### config.mk
export PLATFORM = sky130hd
export DESIGN_NAME = tbp_top
export DESIGN_NICKNAME = d
export VERILOG_FILES = /design/src/include/tbp_pkg.sv /design/src/include/tbp_gen_if.sv /design/src/hw/tbp_prescaler.sv /design/src/hw/tbp_top.sv /design/src/hw/tbp_wave.sv
export VERILOG_INCLUDE_DIRS = /design/src /design/src/include
export SDC_FILE = /design/constraint.sdc
export NUM_CORES = 1
export LEC_CHECK = 0
export ABC_AREA = 0
export BUFFER_PORTS_ARGS = -buffer_cell sky130_fd_sc_hd__buf_2
export CAP_MARGIN = 20
export CORE_MARGIN = 5
export CORE_UTILIZATION = 59
export DETAILED_ROUTE_END_ITERATION = 12
export GPL_TIMING_DRIVEN = 0
export HOLD_SLACK_MARGIN = 0.06
export PLACE_DENSITY = 0.79
export SETUP_SLACK_MARGIN = 0.1
export SKIP_CTS_REPAIR_TIMING = 1
export SLEW_MARGIN = 5
export SYNTH_ARGS = -nofsm -noshare
export SYNTH_HDL_FRONTEND = slang
export SYNTH_HIERARCHICAL = 1
export SYNTH_SLANG_ARGS = --single-unit
### constraint.sdc
create_clock -name clk_in -period 3.15 [get_ports clk_in]
set_clock_uncertainty 0.15 [all_clocks]
set_input_delay 0.945 -clock clk_in [delete_from_list [all_inputs] [get_ports clk_in]]
set_output_delay 0.945 -clock clk_in [all_outputs]
set_load 0.01 [all_outputs]
### src/include/tbp_consts.svh
`ifndef TBP_CONSTS_SVH
`define TBP_CONSTS_SVH
// Register offsets on the byte bus
`define TBP_ADDR_CTRL 2'h0
`define TBP_ADDR_LOW 2'h1
`define TBP_ADDR_HIGH 2'h2
`define TBP_ADDR_STAT 2'h3
// Control register fields
`define TBP_CTRL_SEL 0
`define TBP_CTRL_OE 2
// Status register fields
`define TBP_STAT_PEND 0
`define TBP_STAT_LEVEL 1
`define TBP_STAT_FULL 2
// Reset values
`define TBP_DUTY_RST 16'hFC00
`define TBP_CTRL_RST 8'h00
// Reads of write-only duty registers
`define TBP_WO_READ 8'hFF
// Idle read data between read strobes
`define TBP_RD_IDLE 8'h00
// High time offset in half clock units
`define TBP_PAD 11'h004
// Lowest duty that forces a steady high level
`define TBP_FULL_MIN 10'h3FC
// Half-unit lengths minus one, in system cycles
`define TBP_LIM_DIV4 2'h1
`define TBP_LIM_DIV8 2'h3
`endif

### src/include/tbp_pkg.sv
package tbp_pkg;
  typedef enum logic [2:0] {
    mode_reset,
    mode_active,
    mode_sleep,
    mode_watch,
    mode_subactive,
    mode_subsleep,
    mode_standby,
    mode_modstandby
  } tbp_mode_t;

  typedef enum logic [1:0] {
    sel_div1,
    sel_div2,
    sel_div4,
    sel_div8
  } tbp_sel_t;

  function automatic logic tbp_is_full(input logic [9:0] duty);
    return duty >= 10'h3FC;
  endfunction
endpackage

### src/include/tbp_gen_if.sv
`timescale 1ns/10ps
`default_nettype none
interface tbp_gen_if;
  logic run;
  tbp_pkg::tbp_sel_t sel;
  logic tick;
  logic step2;
  logic load_req;
  logic [9:0] load_duty;
  logic load_ack;
  logic [9:0] duty;
  logic level;
  logic wrap;
  modport presc (input run, input sel, output tick, output step2);
  modport wave (input run, input tick, input step2, input load_req, input load_duty,
    output load_ack, output duty, output level, output wrap);
  modport ctl (output run, output sel, output load_req, output load_duty,
    input tick, input load_ack, input duty, input level, input wrap);
endinterface
`default_nettype wire

### src/hw/tbp_prescaler.sv
`include "tbp_consts.svh"
`timescale 1ns/10ps
`default_nettype none
module tbp_prescaler (
  input wire logic clk_in,
  input wire logic srst_in,
  tbp_gen_if.presc g
);
  logic [1:0] cnt;
  wire logic [1:0] lim = (g.sel == tbp_pkg::sel_div8) ? `TBP_LIM_DIV8 :
    ((g.sel == tbp_pkg::sel_div4) ? `TBP_LIM_DIV4 : 2'h0);

  // One tick per half PWM clock; divide-by-1 steps two half units
  assign g.tick = g.run && (cnt >= lim);
  assign g.step2 = (g.sel == tbp_pkg::sel_div1);

  always_ff @(posedge clk_in) begin
    if (srst_in || !g.run || g.tick) begin
      cnt <= 2'h0;
    end else begin
      cnt <= cnt + 2'h1;
    end
  end
endmodule
`default_nettype wire

### src/hw/tbp_top.sv
// Notes on behaviour
// - Duty is 10 bits: two high bits in one register, eight in another.
// - Both duty registers are write-only and read back as all ones.
// - Low byte written first; high byte write latches the full value.
// - Latched duty takes effect at the next conversion period boundary.
// - Reset sets the duty register pair to FC00 hex.
// - A conversion period holds four pulses whose high times follow duty.
// - Total high time per period is (duty plus four) half PWM clocks; select 00 rounds each pulse up to a whole PWM clock.
// - Period select 00, 01, 10, 11 gives PWM clock of 1, 2, 4, 8 cycles.
// - Select 11 gives a conversion period of 4096 system cycles.
// - Duty FFFC to FFFF hex holds the output steadily high.
// - Registers reset on device reset, run in active and sleep, else retain.
// - Select 01 divides the system clock by two.
//
// Added by the designer: the address map and the address-and-strobe port.
`include "tbp_consts.svh"
`timescale 1ns/10ps
`default_nettype none
module tbp_top (
  input wire logic clk_in,
  input wire logic srst_in,
  input wire tbp_pkg::tbp_mode_t op_mode_in,
  input wire logic [1:0] addr_in,
  input wire logic [7:0] wdata_in,
  input wire logic wr_in,
  input wire logic rd_in,
  output logic [7:0] rdata_out,
  output logic pwm_out
);
  tbp_gen_if gen ();

  tbp_pkg::tbp_sel_t period_sel;
  logic out_en;
  logic [7:0] duty_low_byte;
  logic [1:0] duty_high_bits;
  logic [7:0] latched_low;
  logic pend;
  logic next_pend;
  logic [7:0] ctrl_rd;
  logic [7:0] stat_rd;

  // Operating mode decode
  wire logic func = (op_mode_in == tbp_pkg::mode_active) ||
    (op_mode_in == tbp_pkg::mode_sleep);
  wire logic clr = srst_in || (op_mode_in == tbp_pkg::mode_reset);

  // Register decode; writes outside active and sleep are dropped
  wire logic wr_ok = wr_in && func;
  wire logic wr_ctrl = wr_ok && (addr_in == `TBP_ADDR_CTRL);
  wire logic wr_low = wr_ok && (addr_in == `TBP_ADDR_LOW);
  wire logic wr_high = wr_ok && (addr_in == `TBP_ADDR_HIGH);
  wire logic rd_duty = (addr_in == `TBP_ADDR_LOW) || (addr_in == `TBP_ADDR_HIGH);
  wire logic full_now = tbp_pkg::tbp_is_full(gen.duty);

  always_comb begin
    ctrl_rd = 8'h00;
    ctrl_rd[`TBP_CTRL_SEL +: 2] = period_sel;
    ctrl_rd[`TBP_CTRL_OE] = out_en;
  end

  always_comb begin
    stat_rd = 8'h00;
    stat_rd[`TBP_STAT_PEND] = pend;
    stat_rd[`TBP_STAT_LEVEL] = pwm_out;
    stat_rd[`TBP_STAT_FULL] = full_now;
  end

  // Duty registers never return their contents
  wire logic [7:0] rd_mux = rd_duty ? `TBP_WO_READ :
    ((addr_in == `TBP_ADDR_CTRL) ? ctrl_rd : stat_rd);

  // A new high write keeps the request alive over a same-cycle hand-off
  assign next_pend = wr_high || (pend && !gen.load_ack);

  // Generator connections
  assign gen.run = func;
  assign gen.sel = period_sel;
  assign gen.load_req = pend;
  assign gen.load_duty = {duty_high_bits, latched_low};

  tbp_prescaler u_presc (
    .clk_in(clk_in),
    .srst_in(clr),
    .g(gen.presc)
  );

  tbp_wave u_wave (
    .clk_in(clk_in),
    .srst_in(clr),
    .g(gen.wave)
  );

  // Control register
  always_ff @(posedge clk_in) begin
    if (clr) begin
      period_sel <= tbp_pkg::tbp_sel_t'(`TBP_CTRL_RST >> `TBP_CTRL_SEL);
      out_en <= 1'(`TBP_CTRL_RST >> `TBP_CTRL_OE);
    end else if (wr_ctrl) begin
      period_sel <= tbp_pkg::tbp_sel_t'(wdata_in[`TBP_CTRL_SEL +: 2]);
      out_en <= wdata_in[`TBP_CTRL_OE];
    end
  end

  // Low byte register
  always_ff @(posedge clk_in) begin
    if (clr) begin
      duty_low_byte <= 8'(`TBP_DUTY_RST);
    end else if (wr_low) begin
      duty_low_byte <= wdata_in;
    end
  end

  // High bits and the latched low byte move together
  always_ff @(posedge clk_in) begin
    if (clr) begin
      duty_high_bits <= 2'(`TBP_DUTY_RST >> 8);
      latched_low <= 8'(`TBP_DUTY_RST);
    end else if (wr_high) begin
      duty_high_bits <= wdata_in[1:0];
      latched_low <= duty_low_byte;
    end
  end

  always_ff @(posedge clk_in) begin
    if (clr) begin
      pend <= 1'b0;
    end else begin
      pend <= next_pend;
    end
  end

  // Read data stands one cycle after the strobe only
  always_ff @(posedge clk_in) begin
    if (srst_in) begin
      rdata_out <= `TBP_RD_IDLE;
    end else if (rd_in) begin
      rdata_out <= rd_mux;
    end else begin
      rdata_out <= `TBP_RD_IDLE;
    end
  end

  // Output held low while stopped or disabled
  always_ff @(posedge clk_in) begin
    if (clr) begin
      pwm_out <= 1'b0;
    end else begin
      pwm_out <= func && out_en && gen.level;
    end
  end
endmodule
`default_nettype wire

### src/hw/tbp_wave.sv
`include "tbp_consts.svh"
`timescale 1ns/10ps
`default_nettype none
module tbp_wave (
  input wire logic clk_in,
  input wire logic srst_in,
  tbp_gen_if.wave g
);
  logic [9:0] phase;
  logic [9:0] duty;
  logic [10:0] hcnt;
  logic clean;
  wire logic [10:0] total = {1'b0, duty} + `TBP_PAD;
  wire logic [10:0] adv = {1'b0, phase} + (g.step2 ? 11'h002 : 11'h001);
  wire logic wrap = g.tick && adv[10];
  wire logic full = tbp_pkg::tbp_is_full(duty);
  // Remainder units go to the earliest quarters
  wire logic extra = ({1'b0, phase[9:8]} < {1'b0, total[1:0]});
  wire logic [8:0] share = {1'b0, total[9:2]} + {8'h00, extra};
  wire logic level = full || ({1'b0, phase[7:0]} < share);
  wire logic [10:0] inc = (g.tick && level) ? (g.step2 ? 11'h002 : 11'h001) : 11'h000;
  wire logic [10:0] sum_now = hcnt + inc;

  assign g.wrap = wrap;
  assign g.load_ack = wrap && g.load_req;
  assign g.duty = duty;
  assign g.level = level;

  always_ff @(posedge clk_in) begin
    if (srst_in) begin
      phase <= 10'h000;
      duty <= 10'(`TBP_DUTY_RST);
    end else begin
      if (g.tick) begin
        phase <= adv[9:0];
      end
      if (wrap && g.load_req) begin
        duty <= g.load_duty;
      end
    end
  end

  // Check helper: high half units seen in the current frame
  always_ff @(posedge clk_in) begin
    if (srst_in || wrap) begin
      hcnt <= 11'h000;
      clean <= 1'b1;
    end else begin
      hcnt <= sum_now;
      clean <= clean && !(g.tick && g.step2);
    end
  end
endmodule
`default_nettype wire

* Word level (Yosys, flattened, before mapping) *
Cells that the tools add are included.

word-level totals
  flip-flop bits (word level) = 53
  input bits = 17
  output and inout port bits = 9

operators by class
  add/subtract/negate cells = 4
  $lt $le $gt $ge = 4
  equal/unequal tests = 6
  multiplexer cells = 5
  bitwise operators = 1
  reductions and logical operators = 23

operator list
  operator                                                   number
  adder 10 x 2 -> 11 bit                                     1
  adder 10 x 3 -> 10 bit, second input constant              1
  greater-or-equal comparator 10 bit, second input constant  1
  logical AND 1 bit                                          10
  adder 8 x 1 -> 9 bit                                       1
  less-than comparator 8 x 9 -> 1 bit                        1
  2-to-1 mux 8 bit                                           1
  logical OR 1 bit                                           7
  == test 2 bit, second input constant                       3
  logical NOT 2 bit                                          2
  2-to-1 mux 2 bit                                           2
  == test 3 x 1 -> 1 bit, second input constant              1
  == test 3 x 2 -> 1 bit, second input constant              1
  logical NOT 3 bit                                          1
  2-to-1 mux 3 bit                                           1
  adder 2 x 1 -> 2 bit, second input constant                1
  == test 2 x 1 -> 1 bit, second input constant              1
  greater-or-equal comparator 2 bit                          1
  logical NOT 1 bit                                          2
  less-than comparator 2 bit                                 1
  OR reduction 2 bit                                         1
  2-to-1 mux 1 bit                                           1
  NOT 1 bit                                                  1

* Longest topological paths before layout *
Gate-level depths: netlist of the first run.

  depth after elaboration = 10
  gate-level depth with buffers = 16

* Modules after synthesis *
The synthesis of the first run kept the hierarchy.

by module, submodules not included
  module         times used  cells an instance  area each (µm²)  sequential area each (µm²)
  tbp_wave       1           184                1516.5           400.4
  tbp_top        1           137                1228.7           540.5
  tbp_prescaler  1           15                 130.1            40.0

* Worst setup path after synthesis of the first run *
No wires, ideal clock.

  kind = input -> register
  start point = input port op_mode_in[0]
  end point = register u_wave.duty[0] (netlist: u_wave/g.duty[0])
  setup time = 0.128 ns
  arrival = 2.698 ns
  data required time = 2.872 ns
  setup slack = 0.174 ns
  stages = 10
  buffers on the path = 2
  cell sequence = xnor2_1 -> clkbuf_1 -> nor2_1 -> clkinv_1 -> nor2_1 -> nand4b_2 -> nor4_4 -> buf_6 -> mux2i_1 -> nor2_1

between the ends
  word-level cells in the longest chain between the ends = 5
  elaborated cells between the ends (all ways) = 8

ends and longest elaborated chain
  item                                                              line                          RTL
  start: declaration                                                tbp_top.sv:22                 input wire tbp_pkg::tbp_mode_t op_mode_in,
  == test 3 x 1 -> 1 bit or == test 3 x 2 -> 1 bit (tied branches)  tbp_top.sv:43, tbp_top.sv:44
  logical OR 1 bit *                                                tbp_top.sv:43                 wire logic func = (op_mode_in == tbp_pkg::mode_active) ||
  via func                                                          tbp_top.sv:43
  logical AND 1 bit *                                               tbp_prescaler.sv:14           assign g.tick = g.run && (cnt >= lim);
  via gen.tick                                                      tbp_gen_if.sv:6               logic tick;
  logical AND 1 bit *                                               tbp_wave.sv:15                wire logic wrap = g.tick && adv[10];
  logical AND 1 bit *                                               --
  via gen.load_ack                                                  tbp_gen_if.sv:10              logic load_ack;
  end signal: assignment                                            tbp_wave.sv:32                duty <= 10'(`TBP_DUTY_RST);
  end signal: assignment                                            tbp_wave.sv:38                duty <= g.load_duty;
  end: declaration                                                  tbp_wave.sv:10                logic [9:0] duty;

The timed path passes the listed nets; every way through them passes the cells marked *.
A chain may end at the register's enable or synchronous reset.

* Worst setup path after layout of the first run *
  start point = register u_wave.phase[9]
  end point = register pwm_out

between the ends
  word-level cells in the longest chain between the ends = 5

ends and longest elaborated chain
  item                                 line              RTL
  start: declaration                   tbp_wave.sv:9     logic [9:0] phase;
  start signal: assignment             tbp_wave.sv:35    phase <= adv[9:0];
  less-than comparator 2 bit           tbp_wave.sv:18    wire logic extra = ({1'b0, phase[9:8]} < {1'b0, total[1:0]});
  adder 8 x 1 -> 9 bit                 tbp_wave.sv:19    wire logic [8:0] share = {1'b0, total[9:2]} + {8'h00, extra};
  less-than comparator 8 x 9 -> 1 bit  tbp_wave.sv:20    wire logic level = full || ({1'b0, phase[7:0]} < share);
  logical OR 1 bit                     tbp_wave.sv:20
  via gen.level                        tbp_gen_if.sv:12  logic level;
  logical AND 1 bit                    tbp_top.sv:148    pwm_out <= func && out_en && gen.level;
  end signal: assignment               tbp_top.sv:148
  end: declaration                     tbp_top.sv:28     output logic pwm_out

The timed path passes the listed nets, and every way through them passes these cells.

==> results.rst, run 1 <==
.. list-table::
   :header-rows: 1

   * - Metric
     - Value
   * - Status
     - finished, final reports clean
   * - Upper clock frequency limit
     - 323 MHz
   * - Nature of the critical path endpoint
     - flip-flop
   * - Deepest level of the CTS H-tree
     - 2
   * - Port Buffers
     - 25
   * - Crit-path most repeated cell
     - nand2_1
   * - Floorplan core area
     - approximately 0.0047 mm²
   * - Nets
     - a little over 400
   * - Cell count after synthesis
     - 335
   * - Number of standard cells in the final layout excluding fillers
     - 440
   * - Vias in the first global route
     - 2,386
   * - Nature of the critical path startpoint
     - flip-flop
   * - Via/cell ratio
     - between 5 and 6
   * - Post-layout utilization of the core
     - between 70% and 80%
   * - Antenna violation net count after detailed routing
     - 0
   * - Number of detailed-route iterations in the first pass
     - 4
   * - CP Data Required Time
     - 3.21 ns
   * - Nets in the synthesized netlist
     - around 370
   * - Worst slew margin relative to its limit
     - a little under 70%
   * - Horizontal extent of the die
     - approximately 80 µm
   * - Iteration-0 DRC count of the detailed router
     - 151
   * - Starting Density
     - roughly three fifths
   * - Wire length of the first global-routing pass
     - 10,900 µm
   * - Min-delay worst type
     - flip-flop to flip-flop
   * - Maximum clock insertion buffer count
     - 2
   * - Sequence of cells on the critical path
     - ha_4 -> a21oi_2 -> ha_2 -> nand3_2 -> a211o_1 -> nand2_1 -> xnor2_1 -> ha_1 -> a21o_1 -> a211oi_2 -> o21ai_1 -> o211ai_1 -> nand2_1 -> nor4_1
   * - Pins over their slew limit
     - 0
   * - Clock latency on the worst-skew pair
     - roughly 0.30 ns
   * - Total congestion overflow after global routing
     - 0
   * - Number of setup violations in the final report
     - 0
   * - Most frequent cells in the layout
     - dfxtp_1, a21oi_1, buf_2
   * - Mean routed wirelength per cell
     - 14.5 µm
   * - Die area
     - 0.00636 mm²
   * - Number of vias in the routed layout
     - 2,510
   * - Worst-case vdd ir drop
     - between 0.2 and 0.25 mV
   * - Number of cells on the worst hold path
     - 1
   * - Share of the cycle needed by the critical path after routing
     - 98.2%
   * - Cell Count Post-Placement
     - between 400 and 500
   * - Pwr Density
     - 358 mW/mm²
   * - R2R cell count
     - 14
   * - Final std cell area, no fill
     - ~0.0033 mm²
   * - Fillcell total
     - 399
   * - TritonCTS clock tree
     - done
   * - Max-cap violations
     - 0
   * - Area after detailed placement
     - slightly above 0.003 mm²
   * - Measured slew at the worst slew-check pin
     - 0.476 ns
   * - GRT Total Usage
     - a little over a fifth
   * - Cell with the biggest individual delay on the critical path
     - dfxtp_4
   * - Cell area after synthesis
     - 0.00287 mm²
   * - Most frequent standard cell in the layout excluding fill and tap cells
     - dfxtp_1
   * - Antenna diode count
     - 0
   * - DIE HEIGHT
     - about 80 µm
   * - Total half-perimeter wirelength after legalization and detailed placement
     - ~4600 µm
   * - Arr. time, crit path
     - approximately 3.2 ns
   * - Number of warnings printed during yosys synthesis
     - 6
   * - Final critical delay including setup and external delays
     - 3.09 ns
   * - # clock sinks
     - slightly below 50
   * - Routability cong.
     - just under 0.9
   * - RSZ-0062 raised after global routing
     - yes
   * - Highest fanout seen on the critical path
     - 4
   * - Final hold violations
     - 0
   * - Ratio of cells with drive above 1 in the final layout
     - between 20% and 30%
   * - Standard-cell rows
     - 25
   * - Static leakage
     - around 1.3 nW
   * - Detailed-route DRC error count
     - 0
   * - Number of placed I/O pins
     - 26
   * - Max stage delay on crit path
     - between 0.3 and 0.4 ns
   * - Root buffer cell
     - clkbuf_8
   * - Clock Pin Slew Worst Setup and Hold Paths
     - around 0.09 ns
   * - Flop-to-flop setup slack
     - ~0.056 ns
   * - Post-synthesis area per instance
     - about 8.6 µm²
   * - Kind of critical path
     - flip-flop to flip-flop
   * - Number of buffers created by CTS
     - 5
   * - Final WL
     - 6400 µm
   * - Post-synthesis to final-layout area growth
     - 15.9%
   * - Maximum number of pins on one net before global-route repair
     - 16
   * - Antenna violations before repair
     - 0
==> sequential cells by signal (all words and copies together) (netlist names) <==
signal          count
pwm_out             1
duty_low_byte       8
gen.sel             2
u_wave/phase       10
latched_low         8
gen.load_req        1
rdata_out           4
u_wave/g.duty      10
u_presc/cnt         2
duty_high_bits      2
out_en              1
==> where the power goes <==
| part | internal [mW] | total [mW] | switching [mW] |
|---|---|---|---|
| clock | 0.238 | 0.443 | 0.205 |
| combinational | 0.0497 | 0.118 | 0.0683 |
| sequential | 0.625 | 0.630 | 0.00487 |
| total | 0.913 | 1.19 | 0.278 |
==> critical path, delay by kind of cell, from the launching register on <==
family / cells / cell delay [ns]
compound gates: 6 / 1.09
flops: 1 / 0.37
simple gates: 4 / 0.48
xor+xnor: 1 / 0.14
fa+ha+maj: 3 / 0.77
==> layer usage <==
layer	up-vias	global-route usage [%]	routed length, µm
met3	14	3.72	305
li1	1262	-	-
met1	1155	26.7	2840
met4	0	8.45	164
met2	79	36.6	3080
met5	-	0	0
==> per-stage QoR <==
| stage | hold slack, ns | power [mW] | setup WS (ns) | TNS, ns |
|---|---|---|---|---|
| floorplan | 0.275 | 0.719 | 0.193 | 0 |
| global placement | 0.289 | 0.756 | -0.395 | -4.44 |
| detailed placement | 0.300 | 0.759 | -0.491 | -6.01 |
| CTS | 0.313 | 1.20 | -0.231 | -1.91 |
| global route | 0.350 | 1.24 | -0.131 | -0.131 |
| finish | 0.307 | 1.19 | 0.0564 | 0 |
==> area by class of cell <==
cell class	count	area (µm²)	area share, %
Inverter	17	63.8	1.92
Clock inverter	2	38.8	1.17
Timing Repair Buffer	30	163	4.89
Buffer	23	163	4.89
Clock buffer	6	72.6	2.18
Tap cell	67	83.8	2.52
Sequential cell	49	987	29.7
Multi-Input combinational cell	246	1750	52.7
==> path summary, 6_finish.rpt <==
check,from,to
worst max-delay path,u_wave/phase[9],pwm_out
worst min-delay path,u_presc/cnt[0],u_presc/cnt[0]
worst max register to register,u_wave/phase[9],pwm_out
worst min register to register,u_presc/cnt[0],u_presc/cnt[0]
Note: power is estimated with default switching activity, not from simulation.
==> run 2, diff against run 1 <==
--- a/config.mk
+++ b/config.mk
@@ -14,7 +14,7 @@
 export DETAILED_ROUTE_END_ITERATION = 12
 export GPL_TIMING_DRIVEN = 0
 export HOLD_SLACK_MARGIN = 0.06
-export PLACE_DENSITY = 0.79
+export PLACE_DENSITY = 0.82
 export SETUP_SLACK_MARGIN = 0.1
 export SKIP_CTS_REPAIR_TIMING = 1
 export SLEW_MARGIN = 5
==> results.rst, run 2 (synthesis gave the netlist of run 1 again) <==
.. list-table::
   :header-rows: 1

   * - Metric
     - Value
   * - Status
     - finished, final reports clean
   * - Nature of the critical path endpoint
     - flip-flop
   * - Area after detailed placement
     - between 0.003 and 0.004 mm²
   * - Dominant delay contributor by cell family on the critical path
     - compound AO/OA/AOI/OAI gates
   * - Cell Count Post-Placement
     - approximately 430
   * - DIE HEIGHT
     - 79.8 µm
   * - RSZ-0062 raised after global routing
     - yes
   * - Post-layout utilization of the core
     - 70.5%
   * - Highest fanout seen on the critical path
     - 4
   * - Via/cell ratio
     - roughly 5.7
   * - Cell with the biggest individual delay on the critical path
     - dfxtp_4
   * - Met3 track demand over resource
     - around 5%
   * - Port Buffers
     - 25
   * - Iteration-0 DRC count of the detailed router
     - 143
   * - Crit-path most repeated cell
     - nand2_1
   * - Min-delay worst type
     - flip-flop to flip-flop
   * - Total congestion overflow after global routing
     - 0
   * - Horizontal extent of the die
     - approximately 80 µm
   * - Arr. time, crit path
     - 3.18 ns
   * - Detailed-route DRC error count
     - 0
   * - HP Start
     - duty_low_byte[1]
   * - Endpoint of the worst hold path
     - latched_low[1]
   * - Starting Density
     - between 60% and 70%
   * - R2R cell count
     - 14
   * - Pwr Density
     - 336 mW/mm²
   * - Post-synthesis to final-layout area growth
     - 16.0%
   * - Global routing met2 resource utilization
     - about 38%
   * - Post-layout worst setup margin
     - just under 0.04 ns
   * - Number of cells on the worst hold path
     - 2
   * - Final critical delay including setup and external delays
     - 3.11 ns
   * - Share of the cycle needed by the critical path after routing
     - between 90% and 100%
   * - Ratio of cells with drive above 1 in the final layout
     - between 20 and 25%
   * - Deepest level of the CTS H-tree
     - 2
   * - Launch point of the worst path
     - u_wave/phase[9]
   * - Max-cap violations
     - 0
   * - Number of placed I/O pins
     - 26
   * - Static leakage
     - roughly 1.3 nW
   * - Clock Pin Slew Worst Setup and Hold Paths
     - 0.09 ns
   * - Total Power Consumption
     - 1.12 mW
   * - Wire length of the first global-routing pass
     - about 11,000 µm
   * - Worst slew margin relative to its limit
     - between 60 and 70%
   * - Worst setup slack before clock tree synthesis
     - -0.397 ns
   * - Kind of critical path
     - flip-flop to flip-flop
   * - Final std cell area, no fill
     - about 0.0033 mm²
   * - Most frequent standard cell in the layout excluding fill and tap cells
     - dfxtp_1
   * - Flop-to-flop setup slack
     - between 0.03 and 0.04 ns
   * - # clock sinks
     - 49
   * - Total half-perimeter wirelength after legalization and detailed placement
     - 4800 µm
   * - Mean routed wirelength per cell
     - 14.8 µm
   * - Most crowded layer after global routing
     - met2
   * - Standard-cell rows
     - 25
   * - Upper clock frequency limit
     - 322 MHz
   * - Nature of the critical path startpoint
     - flip-flop
   * - Number of detailed-route iterations in the first pass
     - 4
   * - Buf+Inv Stages, Crit Path
     - 0
   * - Max stage delay on crit path
     - about 0.36 ns
   * - Worst-case vdd ir drop
     - 0.263 mV
   * - Number of standard cells in the final layout excluding fillers
     - about 440
   * - Maximum clock insertion buffer count
     - 2
   * - Critical R2R Launch
     - u_wave/phase[9]
   * - Number of setup violations in the final report
     - 0
   * - Antenna violations before repair
     - 0
   * - Largest registers
     - u_wave/g.duty x10, u_wave/phase x10
   * - Measured slew at the worst slew-check pin
     - a little under 0.5 ns
   * - Antenna diode count
     - 0
   * - Met1 layer usage reported by global route
     - about 25%
   * - Vias in the first global route
     - roughly 2.4k
   * - Final hold violations
     - 0
   * - Root buffer cell
     - clkbuf_8
   * - Most frequent cells in the layout
     - dfxtp_1, a21oi_1, buf_2
   * - Crit Reg-Reg Endpoint
     - pwm_out
   * - Nets
     - a little over 400
   * - Number of vias in the routed layout
     - 2,528
   * - Clock latency on the worst-skew pair
     - approximately 0.30 ns
   * - Sequence of cells on the critical path
     - ha_4 -> a21oi_2 -> ha_2 -> nand3_2 -> a211o_1 -> nand2_1 -> xnor2_1 -> ha_1 -> a21o_1 -> a211oi_2 -> o21ai_1 -> o211ai_1 -> nand2_1 -> nor4_2
   * - Routability cong.
     - 0.866
   * - Floorplan core area
     - 0.00472 mm²
   * - Die area
     - 0.00636 mm²
   * - Antenna violation net count after detailed routing
     - 0
   * - Final WL
     - around 6600 µm
   * - Pins over their slew limit
     - 0
   * - Maximum number of pins on one net before global-route repair
     - 16
   * - Number of buffers created by CTS
     - 5
   * - TritonCTS clock tree
     - done
   * - CP Data Required Time
     - approximately 3.2 ns
   * - GRT Total Usage
     - ~22%
-- run 2: worst min-delay path: cells and delay by family (launching register included) --
kind / cells / cell delay [ns]
flops: 1 / 0.32
simple gates: 1 / 0.06
compound gates: 1 / 0.05
-- run 2: power by group --
group          internal (mW)  total, mW  leakage, nW  switching [mW]
logic                 0.0511      0.121        0.836          0.0702
registers              0.625      0.630        0.397         0.00490
clock network          0.154      0.368       0.0439           0.214
total                  0.829       1.12         1.28           0.289
-- run 2: final cells by class --
| cell class | count | area (µm²) |
|---|---|---|
| Sequential cell | 49 | 987 |
| Clock inverter | 3 | 17.5 |
| Multi-Input combinational cell | 246 | 1760 |
| Clock buffer | 5 | 68.8 |
| Fill cell | 384 | 1390 |
| Inverter | 17 | 63.8 |
| Timing Repair Buffer | 33 | 185 |
| Tap cell | 67 | 83.8 |
| Buffer | 23 | 161 |
-- run 2: through the flow --
| stage | hold slack, ns | TNS [ns] |
|---|---|---|
| final | 0.317 | 0 |
| after global routing | 0.341 | -0.163 |
| after CTS | 0.322 | -0.612 |
| after detailed placement | 0.294 | -4.40 |
| after global placement | 0.289 | -4.11 |
| after floorplan | 0.275 | 0 |
-- run 2: layer usage --
metal,share of wire (%),vias to the layer above
li1,-,1268
met1,43,1187
met2,49,54
met3,4.4,19
met4,3.6,0
met5,0,-
-- run 2: how the worst max path moves through the flow --
stage                  endpoint  slack [ns]  cells past startpoint
6_report                pwm_out        0.04                     14
5_1_grt                 pwm_out       -0.16                     14
4_1_cts                 pwm_out       -0.21                     15
3_5_place_dp   u_wave/g.duty[2]       -0.40                     11
3_3_place_gp   u_wave/g.duty[4]       -0.37                     11
2_1_floorplan  u_wave/g.duty[0]        0.19                     10
